<file path="config.mk">
export PLATFORM = sky130hd
export DESIGN_NAME = dsrc_regs
export DESIGN_NICKNAME = d
export VERILOG_FILES = /design/src/dsrc_pkg.sv /design/src/dsrc_regs.sv
export VERILOG_INCLUDE_DIRS = /design/src
export SDC_FILE = /design/constraint.sdc
export NUM_CORES = 1
export LEC_CHECK = 0
export BUFFER_PORTS_ARGS = -buffer_cell sky130_fd_sc_hd__buf_2
export CAP_MARGIN = 0
export CORE_MARGIN = 2
export CORE_UTILIZATION = 40
export DETAILED_ROUTE_END_ITERATION = 12
export PLACE_DENSITY = 0.7
export SLEW_MARGIN = 5
export SYNTH_ARGS = -nofsm -noshare
export SYNTH_HDL_FRONTEND = slang
export SYNTH_SLANG_ARGS = --single-unit
export TNS_END_PERCENT = 50
</file>
<file path="constraint.sdc">
create_clock -name pclk -period 2.3 [get_ports pclk]
set_input_delay 0.115 -clock pclk [delete_from_list [all_inputs] [get_ports pclk]]
set_output_delay 0.115 -clock pclk [all_outputs]
set_load 0.05 [all_outputs]
</file>
<file path="src/dsrc_map.svh">
`ifndef DSRC_MAP_SVH
`define DSRC_MAP_SVH
`define DSRC_IDX_SYNC_HI 8'h34
`define DSRC_IDX_SYNC_LO 8'h35
`define DSRC_IDX_HSRX 8'h36
`define DSRC_IDX_LPRX 8'h37
`define DSRC_IDX_TERM 8'h38
`define DSRC_IDX_DIV_M 8'h3A
`define DSRC_IDX_DIV_N 8'h3B
`define DSRC_RST_SYNC_LO 8'h20
`define DSRC_RST_SYNC_HI 2'h0
`define DSRC_RST_LANE 8'h00
`define DSRC_RST_DIV_M 5'h00
`define DSRC_RST_DIV_N 8'h00
`define DSRC_SYNC_MAX 10'h2FE
`define DSRC_BIT_OV 6
`define DSRC_BIT_CLK 4
`define DSRC_BIT_DIV_OV 7
`define DSRC_LANE_MASK 8'h5F
`endif

</file>
<file path="src/dsrc_pkg.sv">
package dsrc_pkg;
	typedef struct packed {
		logic ovr;
		logic clk_lane;
		logic [3:0] data_lane;
	} dsrc_lane_t;
	typedef struct packed {
		logic [4:0] m;
		logic [7:0] n;
	} dsrc_div_t;
	typedef enum logic [1:0] {
		DSRC_IDLE,
		DSRC_ACCESS
	} dsrc_state_t;
endpackage

</file>
<file path="src/dsrc_regs.sv">
// Function
// RULE1 - hold low byte of 10-bit sync delay in pixel clocks
// RULE2 - configured sync delay sets crossing FIFO depth output
// RULE3 - software keeps delay at or below 766; low byte resets 0x20
// RULE4 - high-speed receiver override bit 6, clock lane bit 4, data lanes 3:0
// RULE5 - low-power receiver override bit 6, clock lane bit 4, data lanes 3:0
// RULE6 - termination override bit 6, clock lane bit 4, data lanes 3:0
// RULE7 - divider override bit 7 selects programmed M and N
// RULE8 - automatic M from lane count, bytes per pixel, single or dual mode
// RULE9 - override clear: M field reads automatic value
// RULE10 - override set: written M drives divider
// RULE11 - bits 9:8 of delay held in companion high register
// RULE12 - 8-bit N field, automatic on read unless override set
// RULE13 - override clear: lane enables come from internal lane state
//
// Implementation choice: the APB slave port.
`timescale 1ns/1ps
`include "dsrc_map.svh"
module dsrc_regs
	import dsrc_pkg::*;
(
	input wire logic pclk,
	input wire logic presetn,
	input wire logic psel,
	input wire logic penable,
	input wire logic pwrite,
	input wire logic [11:0] paddr,
	input wire logic [31:0] pwdata,
	output logic [31:0] prdata,
	output logic pready,
	output logic pslverr,
	input wire logic [2:0] lane_count,
	input wire logic [1:0] bytes_per_pixel,
	input wire logic dual_mode,
	input wire logic [7:0] auto_div_n,
	input wire logic [4:0] lane_state_hs,
	input wire logic [4:0] lane_state_lp,
	input wire logic [4:0] lane_state_term,
	output logic [9:0] sync_fifo_depth,
	output logic [4:0] hs_rx_en,
	output logic [4:0] lp_rx_en,
	output logic [4:0] rx_term_en,
	output logic div_override,
	output dsrc_div_t div_setting
);
	logic [7:0] sync_lo_r;
	logic [1:0] sync_hi_r;
	logic [7:0] hsrx_r;
	logic [7:0] lprx_r;
	logic [7:0] term_r;
	logic div_ov_r;
	logic [4:0] div_m_r;
	logic [7:0] div_n_r;
	logic [4:0] auto_m_r;
	dsrc_state_t state_r;
	dsrc_state_t state_nxt;

	function automatic logic [4:0] lane_sel(input logic [7:0] reg_v, input logic [4:0] internal);
		lane_sel = reg_v[`DSRC_BIT_OV] ? {reg_v[`DSRC_BIT_CLK], reg_v[3:0]} : internal;
	endfunction

	wire [9:0] byte_idx = paddr[11:2];
	wire addr_ok = (paddr[1:0] == 2'h0) && (byte_idx[9:8] == 2'h0);
	wire [7:0] idx = byte_idx[7:0];
	wire hit_hi = addr_ok && idx == `DSRC_IDX_SYNC_HI;
	wire hit_lo = addr_ok && idx == `DSRC_IDX_SYNC_LO;
	wire hit_hs = addr_ok && idx == `DSRC_IDX_HSRX;
	wire hit_lp = addr_ok && idx == `DSRC_IDX_LPRX;
	wire hit_tm = addr_ok && idx == `DSRC_IDX_TERM;
	wire hit_m = addr_ok && idx == `DSRC_IDX_DIV_M;
	wire hit_n = addr_ok && idx == `DSRC_IDX_DIV_N;
	wire mapped = hit_hi | hit_lo | hit_hs | hit_lp | hit_tm | hit_m | hit_n;
	wire setup = psel && !penable;
	wire wr = psel && penable && pwrite && mapped && state_r == DSRC_ACCESS;

	// automatic M: lanes times (bytes-per-pixel plus one), doubled in dual mode
	wire [4:0] auto_m = 5'((6'(lane_count) * (6'(bytes_per_pixel) + 6'h01)) << dual_mode); // RULE8

	wire [7:0] rd_m = {div_ov_r, 2'h0, div_ov_r ? div_m_r : auto_m_r}; // RULE9
	wire [7:0] rd_n = div_ov_r ? div_n_r : auto_div_n; // RULE12
	wire [7:0] rd_val = hit_hi ? {6'h00, sync_hi_r} :
		hit_lo ? sync_lo_r :
		hit_hs ? hsrx_r :
		hit_lp ? lprx_r :
		hit_tm ? term_r :
		hit_m ? rd_m :
		hit_n ? rd_n : 8'h00;

	always_comb begin
		state_nxt = state_r;
		case (state_r)
			DSRC_IDLE: if (setup) state_nxt = DSRC_ACCESS;
			DSRC_ACCESS: state_nxt = DSRC_IDLE;
			default: state_nxt = DSRC_IDLE;
		endcase
	end

	always_ff @(posedge pclk or negedge presetn) begin
		if (!presetn) begin
			state_r <= DSRC_IDLE;
			pready <= 1'b0;
			pslverr <= 1'b0;
			prdata <= 32'h0000_0000;
		end else begin
			state_r <= state_nxt;
			pready <= setup;
			pslverr <= setup && !mapped;
			prdata <= (setup && !pwrite) ? {24'h000000, rd_val} : 32'h0000_0000;
		end
	end

	always_ff @(posedge pclk or negedge presetn) begin
		if (!presetn) begin
			sync_lo_r <= `DSRC_RST_SYNC_LO; // RULE3
			sync_hi_r <= `DSRC_RST_SYNC_HI;
		end else begin
			if (wr && hit_lo) sync_lo_r <= pwdata[7:0]; // RULE1
			if (wr && hit_hi) sync_hi_r <= pwdata[1:0]; // RULE11
		end
	end

	always_ff @(posedge pclk or negedge presetn) begin
		if (!presetn) begin
			hsrx_r <= `DSRC_RST_LANE;
			lprx_r <= `DSRC_RST_LANE;
			term_r <= `DSRC_RST_LANE;
		end else begin
			if (wr && hit_hs) hsrx_r <= pwdata[7:0] & `DSRC_LANE_MASK; // RULE4
			if (wr && hit_lp) lprx_r <= pwdata[7:0] & `DSRC_LANE_MASK; // RULE5
			if (wr && hit_tm) term_r <= pwdata[7:0] & `DSRC_LANE_MASK; // RULE6
		end
	end

	always_ff @(posedge pclk or negedge presetn) begin
		if (!presetn) begin
			div_ov_r <= 1'b0;
			div_m_r <= `DSRC_RST_DIV_M;
			div_n_r <= `DSRC_RST_DIV_N;
			auto_m_r <= `DSRC_RST_DIV_M;
		end else begin
			auto_m_r <= auto_m; // RULE8
			if (wr && hit_m) begin
				div_ov_r <= pwdata[`DSRC_BIT_DIV_OV]; // RULE7
				div_m_r <= pwdata[4:0]; // RULE10
			end
			if (wr && hit_n) div_n_r <= pwdata[7:0]; // RULE12
		end
	end

	// outputs registered; software keeps the delay within range, larger values clamp
	always_ff @(posedge pclk or negedge presetn) begin
		if (!presetn) begin
			sync_fifo_depth <= {`DSRC_RST_SYNC_HI, `DSRC_RST_SYNC_LO};
			hs_rx_en <= 5'h00;
			lp_rx_en <= 5'h00;
			rx_term_en <= 5'h00;
			div_override <= 1'b0;
			div_setting <= '0;
		end else begin
			sync_fifo_depth <= ({sync_hi_r, sync_lo_r} > `DSRC_SYNC_MAX) ? `DSRC_SYNC_MAX
				: {sync_hi_r, sync_lo_r}; // RULE2
			hs_rx_en <= lane_sel(hsrx_r, lane_state_hs); // RULE13
			lp_rx_en <= lane_sel(lprx_r, lane_state_lp); // RULE13
			rx_term_en <= lane_sel(term_r, lane_state_term); // RULE13
			div_override <= div_ov_r; // RULE7
			div_setting.m <= div_ov_r ? div_m_r : auto_m_r; // RULE10
			div_setting.n <= div_ov_r ? div_n_r : auto_div_n; // RULE12
		end
	end
endmodule

</file>
==> summary.md, run 1 <==
| Metric | Value |
|---|---|
| Comb power frac | `0.162` |
| Ys flop type | `dfrtp_1` |
| CP arrival | `2.18 ns` |
| Nets | `561` |
| Wire length per cell | `16.0 um` |
| Final Power | `3.27 mW` |
| Critical path buffers and inverters | `0` |
| CTS root buf | `clkbuf_8` |
| Setup TNS | `0 ns` |
| Routed Wire Length | `9.93 mm` |
| # Post-CTS Setup Buffers | `0` |
| Starting Density | `0.411` |
| Fraction of registers with async set/reset | `1.00` |
| RR Startpoint | `state_r[0]` |
| Non-Filler Instances | `622` |
| Synth Area per Inst | `12.8 sq um` |
| Clock skew | `0.0116 ns` |
| Crit-path max cell delay | `0.64 ns` |
| Synth-to-Final Area Change | `22.3%` |
| Initial DRC count | `121` |
| Biggest area consumer among synthesized cells | `dfrtp_1` |
| 1st-pass router iterations | `4` |
| Maximum vdd drop | `320 uV` |
| CP Class | `register to register` |
| Status | `completed` |
| Req. time, crit path | `2.54 ns` |
| Final period util | `0.841` |
| Switching portion of total power | `0.288` |
| Delay-heaviest family, CP | `simple AND/OR/NAND/NOR gates` |
| Antenna diodes | `0` |
| Sequential share of the synthesized area | `0.543` |
| Endpoints failing hold | `0` |
| DRT antenna net count | `0` |
| Post-route core utilization | `0.502` |
| Maxcap violations | `0` |
| Lkg Pwr | `2.76 nW` |
| Core area | `10,900 sq um` |
| Synth cell count leaders | `dfrtp_1, mux2_2, buf_4` |
| Worst-path clk slew | `0.09 ns` |
| Uppermost layer routed | `met4` |
| # clock sinks | `97` |
| Internal power | `2.33 mW` |
| Metal1 wirelength | `4.32 mm` |
| Clock Latency Late Sink | `0.36 ns` |
| Crit start category | `register` |
| Post-DP HPWL | `7.59 mm` |
| Tmin final | `1.93 ns` |
| Synth warnings | `0` |
| Net switching power figure | `944 uW` |
| Inserted Clock Buffers | `9` |
| Drc violations | `0` |
| First-pass GRT wire length | `15.4 mm` |
| Number of flops mapped to enable cells by yosys | `0` |
| Slew Limit Headroom | `0.552` |
| RSZ-0062 raised after global routing | `false` |
| Ports | `151` |
| Post-synth cell types | `57` |
| GP Congestion | `0.877` |
| Vias in the first global route | `3,033` |
| Fmax achieved | `517 MHz` |
| Met2 Routed Length | `4.80 mm` |
| Core Rows | `38` |
| Pins over their slew limit | `0` |
| Most common cell in the synthesized netlist | `dfrtp_1` |
| Final count of negative-setup-slack endpoints | `0` |
| Met3 WL | `674 um` |
| Share of post-route cells with drive strength above 1 | `0.442` |
| Post-Synthesis Cells | `348` |
| Critical Path Start | `state_r[0]` |
| PD cells | `599 nW/um^2` |
| Die width | `110 um` |
| Hold WC Path Type | `input pin to register` |
| Overall Global Routing Usage | `0.173` |
| Measured slew at the worst slew-check pin | `0.672 ns` |
| Most area-consuming cells after synthesis | `dfrtp_1, mux2_2, buf_4` |
| Post-synth top area share | `0.532` |
| Clock tree from TritonCTS | `yes` |
| Number of vias per cell | `4.96` |
| Via count | `3,083` |
| Full die area | `12,000 sq um` |
| Yosys reg bits | `97` |
| Initial antenna violation count | `0` |
| Highest-delay cell along the critical path | `or4_1` |
| H-tree depth | `3` |
| Worst Hold Slack | `0.0138 ns` |
| Die Y | `110 um` |
| Crit path cell chain | `and4_1 > nand3_2 > or4_1 > mux2_4` |
| Sequential share of power | `0.539` |
| Post-cts sizing count | `0` |
| Grt total ovfl | `0` |
| CTS max path bufs | `2` |
| CP max FO | `6` |
| Hold buffers post-CTS | `22` |
| Largest net degree at the start of global routing | `49` |
| Port Buffers | `102` |
| Placed cell count | `584` |
| Layout filler cell count | `978` |
| Hold path startpoint | `pwdata[5]` |
| Clock network fraction of total power | `0.300` |
| CP Capture Type | `register` |
| Synthesized area | `4470 sq um` |
[power by group through the flow]
stage / clock network (mW) / logic [mW] / registers [mW]
after global placement: 0 / 0.498 / 1.80
final: 0.981 / 0.529 / 1.76
after floorplan: 0 / 0.236 / 1.92
after global routing: 1.09 / 0.571 / 1.77
after CTS: 1.02 / 0.534 / 1.76
after detailed placement: 0 / 0.504 / 1.80
[path summary, 6_finish.rpt]
kind / end / slack (ns) / depth (start not counted)
worst max register to register: term_r[1] / 0.37 / 4
worst min register to register: state_r[0] / 0.43 / 1
worst max-delay path: term_r[1] / 0.37 / 4
worst min-delay path: sync_lo_r[5] / 0.01 / 2
min in group asynchronous: div_n_r[5] / 0.20 / 2
max in group asynchronous: hs_rx_en[4] / 1.47 / 3
[registers in the layout (all words and copies together), names as in the netlist]
register,flops
sync_fifo_depth,10
hs_rx_en,5
sync_hi_r,2
div_n_r,8
pslverr,1
prdata,8
div_setting,13
state_r,1
pready,1
div_ov_r,1
lp_rx_en,5
rx_term_en,5
div_m_r,5
sync_lo_r,8
term_r,6
div_override,1
lprx_r,6
hsrx_r,6
auto_m_r,5
[area by class of cell]
type	count	area [sq um]	area share
Inverter	8	30.0	0.00549
Timing Repair Buffer	131	798	0.146
Multi-Input combinational cell	230	1860	0.340
Tap cell	140	175	0.0320
Sequential cell	97	2430	0.444
Clock inverter	4	28.8	0.00526
Clock buffer	12	145	0.0265
[cells in the final DEF (no fill, tap or decap), types with 2 or more instances in the layout]
master,netlist,routed
a221oi_1,4,4
dfrtp_1,95,95
and2_1,4,4
nand3b_1,2,2
or2_2,5,5
clkbuf_1,7,2
nand2b_1,13,13
ha_1,4,4
a31oi_1,2,2
a32oi_1,2,2
mux2_2,67,67
nor2b_1,8,8
mux2_4,6,6
nor3_1,2,2
clkbuf_8,0,10
conb_1,1,24
clkinvlp_4,0,2
o21ai_0,17,17
o211a_1,4,4
nor4_1,2,2
xnor2_1,2,2
dlygate4sd3_1,0,22
nor2_1,9,9
inv_1,7,7
nor4_4,2,2
fa_1,2,2
nand3_1,4,4
a21oi_1,5,5
buf_4,24,7
dfstp_2,2,2
nand2_1,14,14
buf_2,3,101
nand4_1,2,2
[layer usage]
metal  global-route usage  vias up
li1                     -     1442
met1                0.228     1522
met2                0.284      108
met3               0.0451       11
met4               0.0479        0
met5                    0        -
[logic make-up (layout without fill, tap and decap cells)]
kind of cell	after synthesis	after routing	synth area share
AOI/OAI and AO/OA	42	42	0.0627
xor gates and xnor gates	2	2	0.00392
adders and majority gates	6	6	0.0201
buffers and inverters	44	155	0.0596
DFF	97	97	0.543
muxes	74	74	0.191
other	1	24	0.000839
and+or+nand+nor	82	82	0.118
[worst reg2reg max path: cells and delay by family (launching register included)]
family | cells | cell delay, ns
mux | 1 | 0.37
flops | 1 | 0.35
simple gates | 3 | 1.10
[through the flow]
stage	setup WS (ns)	cell area [sq um]
after global placement	0.0681	5070
final	0.366	5470
after floorplan	0.245	4560
after detailed placement	-0.0144	5070
after CTS	0.365	5470
after global routing	0.224	5470
(Power assumes the default switching activity.)
==> inputs of run 2 (changes only) <==
--- a/config.mk
+++ b/config.mk
@@ -6,6 +6,7 @@
 export SDC_FILE = /design/constraint.sdc
 export NUM_CORES = 1
 export LEC_CHECK = 0
+export ABC_AREA = 1
 export BUFFER_PORTS_ARGS = -buffer_cell sky130_fd_sc_hd__buf_2
 export CAP_MARGIN = 0
 export CORE_MARGIN = 2
==> constraint.sdc (replaced) <==
create_clock -name pclk -period 1.8 [get_ports pclk]
set_input_delay 0.09 -clock pclk [delete_from_list [all_inputs] [get_ports pclk]]
set_output_delay 0.09 -clock pclk [all_outputs]
set_load 0.05 [all_outputs]
==> run 2 against run 1 <==
  * Combinational power rose by 21%
  * Wire length increased by 3.8%
  * Clock power up 81%
  * Cell count is 17% higher
  * Synthesized cell count up 30%
  * Worst hold slack worse by 0.0077 ns
  * Sequential share of layout area fell by 1.2 points
  * Global-route usage rose by 0.21 points
  * Sequential power up 28%
==> summary.md, run 2 <==
| Metric | Value |
|---|---|
| Biggest area consumer among synthesized cells | `dfrtp_1 (unchanged)` |
| Req. time, crit path | `2.03 ns (was 2.54 ns)` |
| Pins over their slew limit | `0 (unchanged)` |
| Clock tree from TritonCTS | `yes (unchanged)` |
| Layout filler cell count | `998 (was 978)` |
| Initial DRC count | `175 (was 121)` |
| GP Congestion | `0.899 (was 0.877)` |
| CP Class | `input pin to register (was register to register)` |
| Starting Density | `0.414 (was 0.411)` |
| Post-route cell area | `5620 sq um (was 5470 sq um)` |
| CP Capture Type | `register (unchanged)` |
| Via count | `3,487 (was 3,083)` |
| Hold endpoint | `div_setting[7] (was sync_lo_r[5])` |
| First-pass GRT wire length | `15.8 mm (was 15.4 mm)` |
| Largest register FFs | `13 (unchanged)` |
| Area taken by multi-input logic gates | `1750 sq um (was 1860 sq um)` |
| Overall Global Routing Usage | `0.175 (was 0.173)` |
| Port Buffers | `102 (unchanged)` |
| Number of flops mapped to enable cells by yosys | `0 (unchanged)` |
| Clock Latency Late Sink | `0.35 ns (was 0.36 ns)` |
| Final Power | `4.67 mW (was 3.27 mW)` |
| Most area-consuming cells after synthesis | `dfrtp_1, nand2_1, mux2_2 (was dfrtp_1, mux2_2, buf_4)` |
| Post-synthesis mux area share | `0.0523 (was 0.191)` |
| Ys flop type | `dfrtp_1 (unchanged)` |
| Final period util | `0.939` |
| Final count of negative-setup-slack endpoints | `0 (unchanged)` |
| Grt total ovfl | `0 (unchanged)` |
| CTS root buf | `clkbuf_16 (was clkbuf_8)` |
| DRT antenna net count | `0 (unchanged)` |
| Slew Limit Headroom | `0.656 (was 0.552)` |
| Metal1 wirelength | `4.35 mm (was 4.32 mm)` |
| Sequential share of the synthesized area | `0.537 (was 0.543)` |
| Inserted Clock Buffers | `9 (unchanged)` |
| Maxcap violations | `0 (unchanged)` |
| R2r endpoint | `prdata[1] (was term_r[1])` |
| FF-to-FF setup slack | `0.18 ns (was 0.37 ns)` |
| Synth cell count leaders | `dfrtp_1, nand2_1, inv_1 (was dfrtp_1, mux2_2, buf_4)` |
| Critical Path Start | `bytes_per_pixel[0] (was state_r[0])` |
| Synth warnings | `0 (unchanged)` |
| Regs by FF count | `div_setting x13, sync_fifo_depth x10 (unchanged)` |
| Largest net degree at the start of global routing | `98 (was 49)` |
| Yosys reg bits | `97 (unchanged)` |
| Maximum vdd drop | `401 uV (was 320 uV)` |
| H-tree depth | `3 (unchanged)` |
| Die width | `110 um (about the same)` |
| Post-synth top area share | `0.526 (was 0.532)` |
| Fraction of registers with async set/reset | `1.00 (unchanged)` |
| Met3 WL | `708 um (was 674 um)` |
| Post-synth cell types | `35 (was 57)` |
| Routed Wire Length | `10.3 mm (was 9.93 mm)` |
| Antenna diodes | `0 (unchanged)` |
| Register with the most flip-flops | `div_setting (unchanged)` |
| Post-Synth Adder-Cell Area | `0.0199 (was 0.0201)` |
| Setup TNS | `0 ns (unchanged)` |
| Reg area | `2430 sq um (unchanged)` |
| Nets | `664 (was 561)` |
| Die Y | `110 um (about the same)` |
| Drc violations | `0 (unchanged)` |
| Synth-to-Final Area Change | `24.2% (was 22.3%)` |
| PD cells | `831 nW/um^2 (was 599 nW/um^2)` |
| Tmin final | `1.69 ns` |
| Hold path startpoint | `auto_div_n[7] (was pwdata[5])` |
| Post-synthesis simple-gate area fraction | `0.173 (was 0.118)` |
| Core Rows | `38 (unchanged)` |
| Clock skew | `0.00672 ns (was 0.0116 ns)` |
| Commonest non-fill, non-tap cell in the layout | `buf_2 (unchanged)` |
| Highest-count cells in the layout ignoring fill and taps | `buf_2, dfrtp_1, nand2_1 (was buf_2, dfrtp_1, mux2_2)` |
| 1st-pass router iterations | `4 (unchanged)` |
| Synth Area per Inst | `10.0 sq um (was 12.8 sq um)` |
| Worst Reg-to-Reg Cells | `8 (was 4)` |
| Met2 Routed Length | `4.95 mm (was 4.80 mm)` |
| Hold WC Path Type | `input pin to register (unchanged)` |
| Synthesized area | `4520 sq um (was 4470 sq um)` |
| Worst slack, placed | `-0.309 ns (was -0.0144 ns)` |
| Vias in the first global route | `3,258 (was 3,033)` |
| Initial antenna violation count | `0 (unchanged)` |
| Post-DP HPWL | `7.61 mm (was 7.59 mm)` |
| Crit start category | `input pin (was register)` |
| CTS max path bufs | `2 (unchanged)` |
| Lkg Pwr | `2.84 nW (was 2.76 nW)` |
| # Post-CTS Setup Buffers | `0 (unchanged)` |
| Core area | `10,900 sq um (about the same)` |
| RR Startpoint | `div_ov_r (was state_r[0])` |
| Post-Synthesis Cells | `451 (was 348)` |
| Full die area | `12,200 sq um (was 12,000 sq um)` |
| Synth Area in Compound Gates | `0.111 (was 0.0627)` |
| RSZ-0062 raised after global routing | `false (unchanged)` |
| Status | `completed (unchanged)` |
| Most common cell in the synthesized netlist | `dfrtp_1 (unchanged)` |
| Post-route worst setup slack | `0.110 ns (was 0.366 ns)` |
| Uppermost layer routed | `met4 (unchanged)` |
| Worst-path clk slew | `0.06 ns (was 0.09 ns)` |
| Ports | `151 (unchanged)` |
| CP arrival | `1.92 ns (was 2.18 ns)` |
| Synth Area in XOR/XNOR | `0.00387 (was 0.00392)` |
| WHS Path Cells | `2 (unchanged)` |
| # clock sinks | `97 (unchanged)` |
| Share of post-route cells with drive strength above 1 | `0.357 (was 0.442)` |
| DP Area | `5170 sq um (was 5070 sq um)` |
| Wire length per cell | `14.2 um (was 16.0 um)` |
| CP max FO | `3 (was 6)` |
| Largest family of logic cells by synthesized area | `simple AND/OR/NAND/NOR gates (was multiplexers)` |
| Measured slew at the worst slew-check pin | `0.516 ns (was 0.672 ns)` |
| Endpoints failing hold | `0 (unchanged)` |
| Fmax achieved | `592 MHz` |
| Number of vias per cell | `4.81 (was 4.96)` |
run 2: changes by cell type after synthesis, sizes merged, moves of 8 or more:
cell	previous run	this run
o21ai	17	53
nor2	10	28
a21oi	5	19
inv	7	46
mux2	73	21
nand2b	13	0
nor2b	8	0
nand2	14	90
nand3	5	22
run 2: worst max-delay path, cell delays in order:
cell     delay [ns]
buf_2          0.12
ha_4           0.27
nand2_2        0.05
fa_1           0.47
inv_1          0.04
ha_2           0.16
fa_2           0.35
xnor2_2        0.14
xnor2_1        0.14
o21ai_1        0.07
run 2: how the worst max path moves through the flow:
| stage | endpoint | slack (ns) | cells after the start |
|---|---|---|---|
| 2_1_floorplan | auto_m_r[4] | -0.09 | 9 |
| 3_3_place_gp | auto_m_r[4] | -0.24 | 10 |
| 3_5_place_dp | auto_m_r[4] | -0.31 | 10 |
| 4_1_cts | prdata[4] | 0.04 | 9 |
| 5_1_grt | auto_m_r[4] | 0.007 | 10 |
| 6_report | auto_m_r[4] | 0.11 | 10 |
run 2: metrics by stage:
| step | hold slack, ns | utilization | instances |
|---|---|---|---|
| after global routing | 0.0180 | 0.514 | 725 |
| after detailed placement | 0.186 | 0.473 | 692 |
| after global placement | 0.181 | 0.473 | 692 |
| after floorplan | -0.206 | - | 474 |
| final | 0.00611 | 0.514 | 725 |
| after CTS | 0.00424 | 0.513 | 725 |
run 2: cell type report:
| class | instances | share of cell area |
|---|---|---|
| flip-flops and latches | 97 | 0.433 |
| multi-input cells | 293 | 0.312 |
| repair buffers | 133 | 0.145 |
| clock buffers | 12 | 0.0439 |
| well taps | 140 | 0.0312 |
| inverters | 46 | 0.0307 |
| clock inverters | 4 | 0.00512 |
run 2: power breakdown:
part	switching, mW	internal [mW]	total [mW]	leakage, nW
Sequential	0.0157	2.24	2.25	1.28
Combinational	0.468	0.173	0.641	1.43
Clock	0.802	0.975	1.78	0.129
run 2: cell families (layout without fill, tap and decap cells):
logic type	count (synthesis)	in the layout
compound gates	81	81
fa+ha+maj	6	6
buf+inv	84	195
other cells	1	24
flops	97	97
simple gates	159	159
xor+xnor	2	2
mux	21	21
run 2: timing repair:
| action | 4_1_cts | 5_1_grt |
|---|---|---|
| hold endpoints to repair | 111 | 0 |
| gates resized for setup | 0 | 2 |
| setup endpoints to repair | 0 | 5 |
| hold buffers | 17 | 0 |
run 2: metal layers:
layer,global-route usage,vias to the layer above
met5,0,-
met4,0.0866,0
met3,0.0294,22
met2,0.283,135
met1,0.229,1635
li1,-,1695
